===== config.mk =====
export PLATFORM = sky130hd
export DESIGN_NAME = scr_config_registers
export DESIGN_NICKNAME = d
export VERILOG_FILES = /design/src/scr_pkg.sv /design/src/scr_config_registers.sv
export SDC_FILE = /design/constraint.sdc
export NUM_CORES = 1
export LEC_CHECK = 0
export BUFFER_PORTS_ARGS = -buffer_cell sky130_fd_sc_hd__buf_4
export CORE_MARGIN = 2
export CORE_UTILIZATION = 60
export CTS_BUF_LIST = sky130_fd_sc_hd__clkbuf_2
export DETAILED_ROUTE_END_ITERATION = 12
export HOLD_SLACK_MARGIN = 0.15
export PLACE_DENSITY = 0.82
export SETUP_SLACK_MARGIN = 0.02
export SLEW_MARGIN = 20
export SYNTH_ARGS = -nofsm -noshare
export SYNTH_HDL_FRONTEND = slang
export SYNTH_SLANG_ARGS = --single-unit

===== constraint.sdc =====
create_clock -name ref_clk -period 2.8 [get_ports ref_clk]
set_input_delay 0.42 -clock ref_clk [delete_from_list [all_inputs] [get_ports ref_clk]]
set_output_delay 0.42 -clock ref_clk [all_outputs]
set_load 0.005 [all_outputs]

===== src/scr_pkg.sv =====
// Summary of operation
// - Timeout n>0 holds rapid-lock 2*n reference cycles; zero disables.
// - Force with nonzero timeout holds rapid-lock; zero timeout invalid.
// - During rapid-lock pump follows rapid-lock gain; 0 is high impedance.
// - In steady state pump current follows steady gain; 0 is high impedance.
// - Output divider code v divides by 2*(v+1); codes 20 to 31 invalid.
// - Each output level runs 0 minimum to 47 maximum; 48 to 63 reserved.
// - Each output power-down bit at 1 powers that output down.
// - Doubler bit at 1 doubles the reference, at 0 passes it.
// - Polarity 0 positive, 1 negative (default); VCO use needs negative.
// - Calibration starts at core 0 to 3; avoid 3 below 2.2 GHz.
// - Order 0 integer, 1 to 3 delta-sigma order, 4 to 7 reserved.
// - Reference divider divides by code; 1 bypasses, 0 divides by 256.
// - Frequency write starts calibration unless calibration disable set.
// - Readback select 0 returns register contents, 1 the part code.
// - Dither codes 0 to 3 select weak, medium, strong, disabled.
// - Source 0 direct VCO, 1 divided VCO, 2 external input; 3 reserved.
package scr_pkg;

   localparam int          WORD_W      = 32;
   localparam int          ADDR_W      = 4;
   localparam int          NUM_REGS    = 5;
   localparam logic [3:0]  ADDR_FREQ   = 4'h0;
   localparam logic [3:0]  ADDR_PUMP   = 4'h1;
   localparam logic [3:0]  ADDR_DEN    = 4'h2;
   localparam logic [3:0]  ADDR_OUT    = 4'h3;
   localparam logic [3:0]  ADDR_LOCK   = 4'h4;

   // rapid_lock_bleed_ctrl
   localparam int FORCE_BIT    = 31;
   localparam int TOC_LSB      = 19;
   localparam int FLGAIN_LSB   = 14;
   localparam int BLEED_LSB    = 8;
   // output_divider_power_ctrl
   localparam int DIV_LSB      = 24;
   localparam int SLEVEL_LSB   = 18;
   localparam int FLEVEL_LSB   = 12;
   localparam int SPD_BIT      = 11;
   localparam int FPD_BIT      = 10;
   localparam int SSRC_LSB     = 8;
   localparam int FSRC_LSB     = 6;
   // doubler_polarity_denominator
   localparam int DBL_BIT      = 27;
   localparam int POL_BIT      = 26;
   localparam int DEN_LSB      = 4;
   // pump_core_order_refdiv
   localparam int SGAIN_LSB    = 27;
   localparam int CORE_LSB     = 25;
   localparam int ORDER_LSB    = 22;
   localparam int REFDIV_LSB   = 4;
   // frequency_control
   localparam int RBSEL_BIT    = 31;
   localparam int DITHER_LSB   = 29;
   localparam int CALDIS_BIT   = 28;
   localparam int FBDIV_LSB    = 16;

   localparam logic [31:0] FREQ_RESET  = 32'h0000_0000;
   localparam logic [31:0] PUMP_RESET  = 32'h0000_0000;
   localparam logic [31:0] DEN_RESET   = 32'h0400_0000;
   localparam logic [31:0] OUT_RESET   = 32'h0000_0000;
   localparam logic [31:0] LOCK_RESET  = 32'h0000_0000;

   localparam logic [4:0]  DIV_INVALID_MIN = 5'h14;
   localparam logic [5:0]  LEVEL_MAX       = 6'h2f;
   localparam logic [8:0]  REFDIV_FULL     = 9'h100;
   localparam logic [2:0]  ORDER_MAX       = 3'h3;
   localparam logic [1:0]  SOURCE_RESERVED = 2'h3;
   localparam int          COUNT_W         = 13;

   typedef struct packed {
      logic        rapid_lock_force;
      logic [11:0] rapid_lock_timeout_count;
      logic [4:0]  rapid_lock_pump_gain;
      logic [5:0]  pump_bleed_setting;
      logic [4:0]  output_divider_code;
      logic [5:0]  second_output_level;
      logic [5:0]  first_output_level;
      logic        second_output_power_down;
      logic        first_output_power_down;
      logic [1:0]  second_output_source;
      logic [1:0]  first_output_source;
      logic        reference_doubler_enable;
      logic        charge_pump_polarity;
      logic [21:0] fraction_denominator;
      logic [4:0]  steady_pump_gain;
      logic [1:0]  core_start_select;
      logic [2:0]  modulator_order;
      logic [7:0]  reference_divider;
      logic        part_code_readback_select;
      logic [1:0]  dither_mode;
      logic        calibration_disable;
      logic [11:0] feedback_divider;
   } scr_cfg_type;

endpackage : scr_pkg


===== src/scr_config_registers.sv =====
`timescale 1ns/1ps
module scr_config_registers
   import scr_pkg::*;
#(
   parameter logic [31:0] PART_CODE = 32'h0000_00a5 // Arbitrary value
)
(
   input  wire logic        ref_clk,
   input  wire logic        rst_n,
   input  wire logic        serial_clock,
   input  wire logic        serial_data,
   input  wire logic        latch_enable,
   input  wire logic        reference_input,
   output logic             readback_data,
   output scr_cfg_type      cfg,
   output logic             rapid_lock_engaged,
   output logic             force_timeout_invalid,
   output logic [4:0]       pump_gain_active,
   output logic             pump_high_impedance,
   output logic [5:0]       output_divider_ratio,
   output logic             output_divider_invalid,
   output logic             first_output_enable,
   output logic             second_output_enable,
   output logic             output_level_reserved,
   output logic             output_source_reserved,
   output logic             modulator_reserved,
   output logic [8:0]       reference_divider_ratio,
   output logic             calibration_start
);

   // ----------------------------------------------------------------
   // Pin synchronisers
   // ----------------------------------------------------------------
   logic [3:0]        sync_a;
   logic [3:0]        sync_b;
   logic [3:0]        sync_d;
   logic [WORD_W-1:0] shift_in;
   logic [WORD_W-1:0] shift_out;
   logic [WORD_W-1:0] regs [0:NUM_REGS-1];
   logic [COUNT_W-1:0] lock_count;

   function automatic logic rising(input logic now_level,
                                   input logic old_level);
      return now_level & ~old_level;
   endfunction : rising

   // Order: serial clock, data, latch, reference
   always_ff @(posedge ref_clk or negedge rst_n)
   begin
      if (!rst_n)
      begin
         sync_a <= 4'h0;
         sync_b <= 4'h0;
         sync_d <= 4'h0;
      end
      else
      begin
         sync_a <= {reference_input, latch_enable, serial_data,
                    serial_clock};
         sync_b <= sync_a;
         sync_d <= sync_b;
      end
   end

   wire sclk_rise  = rising(sync_b[0], sync_d[0]);
   wire data_bit   = sync_b[1];
   wire le_level   = sync_b[2];
   wire le_rise    = rising(sync_b[2], sync_d[2]);
   // Doubled reference counts both edges of the input
   wire ref_rise   = rising(sync_b[3], sync_d[3]);
   wire ref_edge   = sync_b[3] ^ sync_d[3];

   // ----------------------------------------------------------------
   // Serial shift and commit
   // ----------------------------------------------------------------
   // Bits shift only while the latch is low; the low nibble is the address
   wire [ADDR_W-1:0] wr_addr  = shift_in[ADDR_W-1:0];
   wire              wr_hit   = le_rise && (wr_addr < ADDR_W'(NUM_REGS));
   wire              freq_wr  = le_rise && (wr_addr == ADDR_FREQ);
   wire [WORD_W-1:0] wr_word  = {shift_in[WORD_W-1:ADDR_W], {ADDR_W{1'b0}}};

   always_ff @(posedge ref_clk or negedge rst_n)
   begin
      if (!rst_n)
         shift_in <= '0;
      else if (sclk_rise && !le_level)
         shift_in <= {shift_in[WORD_W-2:0], data_bit};
   end

   always_ff @(posedge ref_clk or negedge rst_n)
   begin
      if (!rst_n)
      begin
         regs[0] <= FREQ_RESET;
         regs[1] <= PUMP_RESET;
         regs[2] <= DEN_RESET;
         regs[3] <= OUT_RESET;
         regs[4] <= LOCK_RESET;
      end
      else if (wr_hit)
         regs[wr_addr[2:0]] <= wr_word;
   end

   // ----------------------------------------------------------------
   // Field unpacking
   // ----------------------------------------------------------------
   wire [31:0] r0 = regs[ADDR_FREQ[2:0]];
   wire [31:0] r1 = regs[ADDR_PUMP[2:0]];
   wire [31:0] r2 = regs[ADDR_DEN[2:0]];
   wire [31:0] r3 = regs[ADDR_OUT[2:0]];
   wire [31:0] r4 = regs[ADDR_LOCK[2:0]];

   assign cfg.rapid_lock_force          = r4[FORCE_BIT];
   assign cfg.rapid_lock_timeout_count  = r4[TOC_LSB +: 12];
   assign cfg.rapid_lock_pump_gain      = r4[FLGAIN_LSB +: 5];
   assign cfg.pump_bleed_setting        = r4[BLEED_LSB +: 6];
   assign cfg.output_divider_code       = r3[DIV_LSB +: 5];
   assign cfg.second_output_level       = r3[SLEVEL_LSB +: 6];
   assign cfg.first_output_level        = r3[FLEVEL_LSB +: 6];
   assign cfg.second_output_power_down  = r3[SPD_BIT];
   assign cfg.first_output_power_down   = r3[FPD_BIT];
   assign cfg.second_output_source      = r3[SSRC_LSB +: 2];
   assign cfg.first_output_source       = r3[FSRC_LSB +: 2];
   assign cfg.reference_doubler_enable  = r2[DBL_BIT];
   assign cfg.charge_pump_polarity      = r2[POL_BIT];
   assign cfg.fraction_denominator      = r2[DEN_LSB +: 22];
   assign cfg.steady_pump_gain          = r1[SGAIN_LSB +: 5];
   assign cfg.core_start_select         = r1[CORE_LSB +: 2];
   assign cfg.modulator_order           = r1[ORDER_LSB +: 3];
   assign cfg.reference_divider         = r1[REFDIV_LSB +: 8];
   assign cfg.part_code_readback_select = r0[RBSEL_BIT];
   assign cfg.dither_mode               = r0[DITHER_LSB +: 2];
   assign cfg.calibration_disable       = r0[CALDIS_BIT];
   assign cfg.feedback_divider          = r0[FBDIV_LSB +: 12];

   // ----------------------------------------------------------------
   // Decoded controls
   // ----------------------------------------------------------------
   wire toc_zero = (cfg.rapid_lock_timeout_count == 12'h000);

   assign force_timeout_invalid = cfg.rapid_lock_force && toc_zero;
   assign rapid_lock_engaged =
      (cfg.rapid_lock_force && !toc_zero) || (lock_count != '0);
   assign pump_gain_active = rapid_lock_engaged ?
      cfg.rapid_lock_pump_gain : cfg.steady_pump_gain;
   assign pump_high_impedance = (pump_gain_active == 5'h00);

   assign output_divider_ratio =
      {cfg.output_divider_code, 1'b0} + 6'h02;
   assign output_divider_invalid =
      (cfg.output_divider_code >= DIV_INVALID_MIN);
   assign output_level_reserved =
      (cfg.first_output_level > LEVEL_MAX) ||
      (cfg.second_output_level > LEVEL_MAX);
   assign first_output_enable  = !cfg.first_output_power_down;
   assign second_output_enable = !cfg.second_output_power_down;
   assign output_source_reserved =
      (cfg.first_output_source == SOURCE_RESERVED) ||
      (cfg.second_output_source == SOURCE_RESERVED);
   assign modulator_reserved = (cfg.modulator_order > ORDER_MAX);
   assign reference_divider_ratio = (cfg.reference_divider == 8'h00) ?
      REFDIV_FULL : {1'b0, cfg.reference_divider};

   // ----------------------------------------------------------------
   // Rapid-lock timeout counter
   // ----------------------------------------------------------------
   // Reload uses the timeout already held, so program it before the
   // frequency word. Reference must run below a quarter of ref_clk.
   wire ref_tick = cfg.reference_doubler_enable ? ref_edge : ref_rise;
   wire [COUNT_W-1:0] next_lock_count =
      freq_wr ? {cfg.rapid_lock_timeout_count, 1'b0} :
      (ref_tick && lock_count != '0) ? lock_count - 1'b1 : lock_count;

   always_ff @(posedge ref_clk or negedge rst_n)
   begin
      if (!rst_n)
         lock_count <= '0;
      else
         lock_count <= next_lock_count;
   end

   // ----------------------------------------------------------------
   // Calibration trigger and readback
   // ----------------------------------------------------------------
   // New word decides: the flag comes from the word being written
   wire next_cal = freq_wr && !shift_in[CALDIS_BIT];
   wire [WORD_W-1:0] rb_word = cfg.part_code_readback_select ? PART_CODE :
      (wr_addr < ADDR_W'(NUM_REGS)) ? regs[wr_addr[2:0]] : '0;

   always_ff @(posedge ref_clk or negedge rst_n)
   begin
      if (!rst_n)
      begin
         calibration_start <= 1'b0;
         shift_out         <= '0;
         readback_data     <= 1'b0;
      end
      else
      begin
         calibration_start <= next_cal;
         readback_data     <= shift_out[WORD_W-1];
         if (le_rise)
            shift_out <= rb_word;
         else if (sclk_rise && !le_level)
            shift_out <= {shift_out[WORD_W-2:0], 1'b0};
      end
   end

   // ----------------------------------------------------------------
   // Checks
   // ----------------------------------------------------------------
   a_cal_on_write: assert property (
      @(posedge ref_clk) disable iff (!rst_n)
      freq_wr |=> (calibration_start == !$past(shift_in[CALDIS_BIT])))
      else $error("calibration start does not follow frequency write");

   a_cal_needs_write: assert property (
      @(posedge ref_clk) disable iff (!rst_n)
      calibration_start |-> $past(freq_wr) && !cfg.calibration_disable)
      else $error("calibration start without frequency write");

   a_count_reload: assert property (
      @(posedge ref_clk) disable iff (!rst_n)
      freq_wr |=> lock_count == {$past(cfg.rapid_lock_timeout_count), 1'b0})
      else $error("timeout counter did not reload to twice the count");

   a_count_steps: assert property (
      @(posedge ref_clk) disable iff (!rst_n)
      !freq_wr && lock_count != '0 && !ref_tick |=> $stable(lock_count))
      else $error("timeout counter moved without a reference edge");

   a_lock_disabled: assert property (
      @(posedge ref_clk) disable iff (!rst_n)
      toc_zero && $past(toc_zero) && !$past(freq_wr) && lock_count == '0
      |-> !rapid_lock_engaged)
      else $error("rapid-lock engaged with zero timeout");

   a_lock_forced: assert property (
      @(posedge ref_clk) disable iff (!rst_n)
      cfg.rapid_lock_force && !toc_zero |-> rapid_lock_engaged)
      else $error("forced rapid-lock not engaged");

   a_gain_select: assert property (
      @(posedge ref_clk) disable iff (!rst_n)
      rapid_lock_engaged |-> pump_gain_active == cfg.rapid_lock_pump_gain)
      else $error("rapid-lock gain not applied");

   a_gain_steady: assert property (
      @(posedge ref_clk) disable iff (!rst_n)
      !rapid_lock_engaged |-> pump_gain_active == cfg.steady_pump_gain
         && pump_high_impedance == (cfg.steady_pump_gain == 5'h00))
      else $error("steady gain not applied");

   a_divider_ratio: assert property (
      @(posedge ref_clk) disable iff (!rst_n)
      output_divider_ratio == 6'(2 * (cfg.output_divider_code + 1)))
      else $error("output divider ratio wrong");

   a_refdiv_full: assert property (
      @(posedge ref_clk) disable iff (!rst_n)
      cfg.reference_divider == 8'h00 |-> reference_divider_ratio == 9'd256)
      else $error("reference divider code zero not 256");

   a_readback_code: assert property (
      @(posedge ref_clk) disable iff (!rst_n)
      le_rise && cfg.part_code_readback_select |=> shift_out == PART_CODE)
      else $error("part code not loaded for readback");

   a_power_down: assert property (
      @(posedge ref_clk) disable iff (!rst_n)
      first_output_enable == !cfg.first_output_power_down)
      else $error("first output not powered down");

   a_second_down: assert property (
      @(posedge ref_clk) disable iff (!rst_n)
      second_output_enable == !cfg.second_output_power_down)
      else $error("second output not powered down");

   a_level_reserved: assert property (
      @(posedge ref_clk) disable iff (!rst_n)
      output_level_reserved == (cfg.first_output_level >= 6'h30 ||
                                cfg.second_output_level >= 6'h30))
      else $error("reserved output level not flagged");

   a_divider_invalid: assert property (
      @(posedge ref_clk) disable iff (!rst_n)
      output_divider_invalid == (cfg.output_divider_code > 5'h13))
      else $error("invalid divider code not flagged");

   a_source_reserved: assert property (
      @(posedge ref_clk) disable iff (!rst_n)
      output_source_reserved ==
         (&cfg.first_output_source || &cfg.second_output_source))
      else $error("reserved output source not flagged");

   a_order_reserved: assert property (
      @(posedge ref_clk) disable iff (!rst_n)
      modulator_reserved == cfg.modulator_order[2])
      else $error("reserved modulator order not flagged");

   a_force_invalid: assert property (
      @(posedge ref_clk) disable iff (!rst_n)
      force_timeout_invalid ==
         (cfg.rapid_lock_force && cfg.rapid_lock_timeout_count == 12'h000))
      else $error("force with zero timeout not flagged");

   a_count_decrement: assert property (
      @(posedge ref_clk) disable iff (!rst_n)
      !freq_wr && ref_tick && lock_count != '0
      |=> lock_count == $past(lock_count) - 1'b1)
      else $error("timeout counter did not step down on a reference edge");

endmodule : scr_config_registers


==> run_results.csv <==
group,metric,value,unit
outcome,outcome,"finished with violations",
outcome,violations,"negative setup slack",
die,ioPinCount,142,
clocking,cts-root-buf,"clkbuf_2",
placement,placed_cell_area,11600,um^2
clocking,clk_pin_slew,0.10,ns
synth,ys.flop_type,"dfrtp_1",
global_route,grt_pass1_wl,41900,um
global_route,antenna_found_initial,1,
sta,grt_setup_unrepaired,"yes",
synth,synth_seq_cells,230,
sta,setup-violations-final,7,
sta,finalWorstSetupSlack,-0.618,ns
layout,fillers,1291,
detailed_routing,post_drt_wl_per_cell,19.7,um
power_and_ir_drop,swShare,31.3,%
global_route,grt.overflow.total,0,
die,core-area,18000,um^2
synth,syn_nets,987,
synth,synth_cell_types,49,
job,drv_cap,0,
global_route,grt_start_max_net_pins,60,
die,dieArea,19400,um^2
detailed_routing,wl_met2,12100,um
synth,postSynthAreaPerCell,11.3,um^2
critical_path,critPathCaptureType,"output port",
power_and_ir_drop,p_int,0.00493,W
placement,pre_cts_slack,0.135,ns
placement,io_buffers,140,
layout,area_delta_synth_final,11.3,%
detailed_routing,antenna_left,0,
critical_path,worst_ep_required_time,2.38,ns
sta,clock_skew,0.0704,ns
clocking,cts-buffers-inserted,55,
die,num_rows,49,
synth,syn_inst,976,
layout,post_route_cells_drive_above_1_share,38.4,%
sta,finalCritPeriodShare,122,%
layout,fin_area,12200,um^2
sta,hold_viol_final,0,
detailed_routing,vias,7776,
power_and_ir_drop,ir_drop,0.000337,V
power_and_ir_drop,power_frac_clock,29.3,%
sta,slew-limit-headroom,41.1,%
worst_hold_path,hold_depth,2,
die,die_w,139,um
sta,fin_crit,3.42,ns
power_and_ir_drop,pwr-share-comb,18.3,%
synth,synthArstFlopShare,100,%
layout,layout_commonest_cell,"dfrtp_1",
sta,tightest_slew,0.883,ns
placement,routabilityCongestion,0.854,
die,die_h,139,um
synth,synth_edf_count,0,
sta,finalMaxSlewViolations,0,
clocking,cts_tree,"built",
detailed_routing,m1WireLength,11500,um
synth,syn_area,11000,um^2
detailed_routing,drt_pass1_iterations,5,
critical_path,cp_max_fo,7,
detailed_routing,viasPerCell,5.93,
critical_path,arrival,3.00,ns
synth,ys.warnings.count,0,
clocking,cts_max_level,2,
detailed_routing,wl_met3,1850,um
die,initial_core_util,61.2,%
global_route,grt_pass1_vias,7924,
power_and_ir_drop,netSwitchingPower,0.00224,W
critical_path,ff2ff_path_depth,6,
detailed_routing,top_layer,"met4",
critical_path,worst-setup-path-type,"register to output port",
synth,ys_seq_area_share,52.4,%
global_route,grt_usage,27.1,%
detailed_routing,post-route-drc-count,0,
layout,nets,1059,
clocking,cts.path.max_buffers,3,
critical_path,startpoint_type,"register",
power_and_ir_drop,sequentialPowerShare,52.4,%
sta,fmax,293,MHz
clocking,insertion_delay,0.86,ns
detailed_routing,drt_wl_total,25900,um
placement,hpwl,16400,um
layout,final_util,68.1,%
detailed_routing,drt-initial-drc-count,695,
power_and_ir_drop,p_leak,6.29,nW
worst_hold_path,min_path_type,"input port to register",
power_and_ir_drop,power_density,586,nW/um^2
layout,layout_common_cells,"dfrtp_1, nand2_1, buf_4",
clocking,cts.sinks,230,
[cell type report]
type / count / area, um^2 / area share, %
Inverter: 11 / 41.3 / 0.338
Timing Repair Buffer: 181 / 1480 / 12.1
Clock inverter: 16 / 92.6 / 0.757
Sequential cell: 230 / 5760 / 47.1
Tap cell: 229 / 287 / 2.34
Multi-Input combinational cell: 569 / 4200 / 34.3
Clock buffer: 75 / 375 / 3.07
Antenna cell: 1 / 2.50 / 0.0205
[cell usage after synthesis, types with 10 or more instances]
library cell | count | area [um^2]
buf_4 | 106 | 796
buf_1 | 10 | 37.5
clkbuf_1 | 47 | 176
nor2_1 | 19 | 71.3
inv_1 | 11 | 41.3
nand2_1 | 204 | 766
o2bb2ai_1 | 26 | 228
o21ai_0 | 35 | 175
dfrtp_1 | 229 | 5730
mux2_2 | 119 | 1340
a22oi_1 | 24 | 180
mux4_2 | 27 | 608
a21oi_1 | 29 | 145
nand3_1 | 12 | 60.1
[state kept, by name, summed over array words and instances (netlist names)]
name and cells:
shift_in 32, calibration_start 1, r4 28, lock_count 13
readback_data 1, r2 28, shift_out 32, r1 28
r0 28, sync_b 4, sync_d 3, sync_a 4
r3 28
[per-layer routing]
| metal | up-vias | track usage [%] |
|---|---|---|
| met5 | - | 0 |
| met4 | 0 | 9.89 |
| met3 | 47 | 5.26 |
| met2 | 335 | 41.2 |
| met1 | 3925 | 39.5 |
| li1 | 3469 | - |
[worst max-delay path, stage by stage (launching register included)]
cell and delay [ns]:
dfrtp_1 0.41, or4_4 0.52, or4_4 0.45, a211oi_4 0.21
buf_12 0.17, mux2_4 0.31, buf_6 0.12
[power groups by stage]
stage	Combinational [W]	Clock (W)	Sequential, W
2_1_floorplan	0.000879	0	0.00375
3_3_place_gp	0.00120	0	0.00380
3_5_place_dp	0.00124	0	0.00382
4_1_cts	0.00129	0.00214	0.00375
5_1_grt	0.00142	0.00230	0.00379
6_report	0.00131	0.00210	0.00376
[repair_timing]
action | 4_1_cts | 5_1_grt
hold buffers | 7 | 0
resized for setup | 1 | 12
setup buffers | 3 | 2
setup endpoints to repair | 7 | 8
hold endpoints to repair | 233 | 0
pin swaps | 2 | 1
[through the flow]
stage | hold slack [ns] | TNS (ns) | std cells | total power [W]
global route | 0.193 | -4.73 | 1312 | 0.00752
floorplan | 0.124 | 0 | 976 | 0.00463
finish | 0.241 | -4.10 | 1312 | 0.00717
global placement | 0.338 | 0 | 1208 | 0.00501
detailed placement | 0.340 | 0 | 1208 | 0.00506
CTS | 0.168 | -4.94 | 1309 | 0.00719
[final timing paths]
| kind | slack, ns | start | to |
|---|---|---|---|
| hold reg to reg | 0.36 | sync_a[2] | sync_b[2] |
| max in group asynchronous | 1.43 | rst_n | r1[16] |
| setup reg to reg | 0.45 | lock_count[7] | lock_count[4] |
| setup / recovery | -0.62 | lock_count[7] | pump_gain_active[2] |
| min in group asynchronous | 0.63 | rst_n | shift_out[2] |
| hold / removal | 0.24 | serial_data | sync_a[1] |
[kinds of logic after synthesis]
| kind of cell | share of synthesized area, % |
|---|---|
| XOR/XNOR | 0.558 |
| multiplexers | 17.9 |
| flip-flops | 52.4 |
| AO/OA/AOI/OAI | 8.36 |
| AND/OR/NAND/NOR | 10.4 |
| adder cells (fa/ha/maj) | 0.569 |
| other | 0.0341 |
| buffers and inverters | 9.76 |
(Power assumes the default switching activity.)
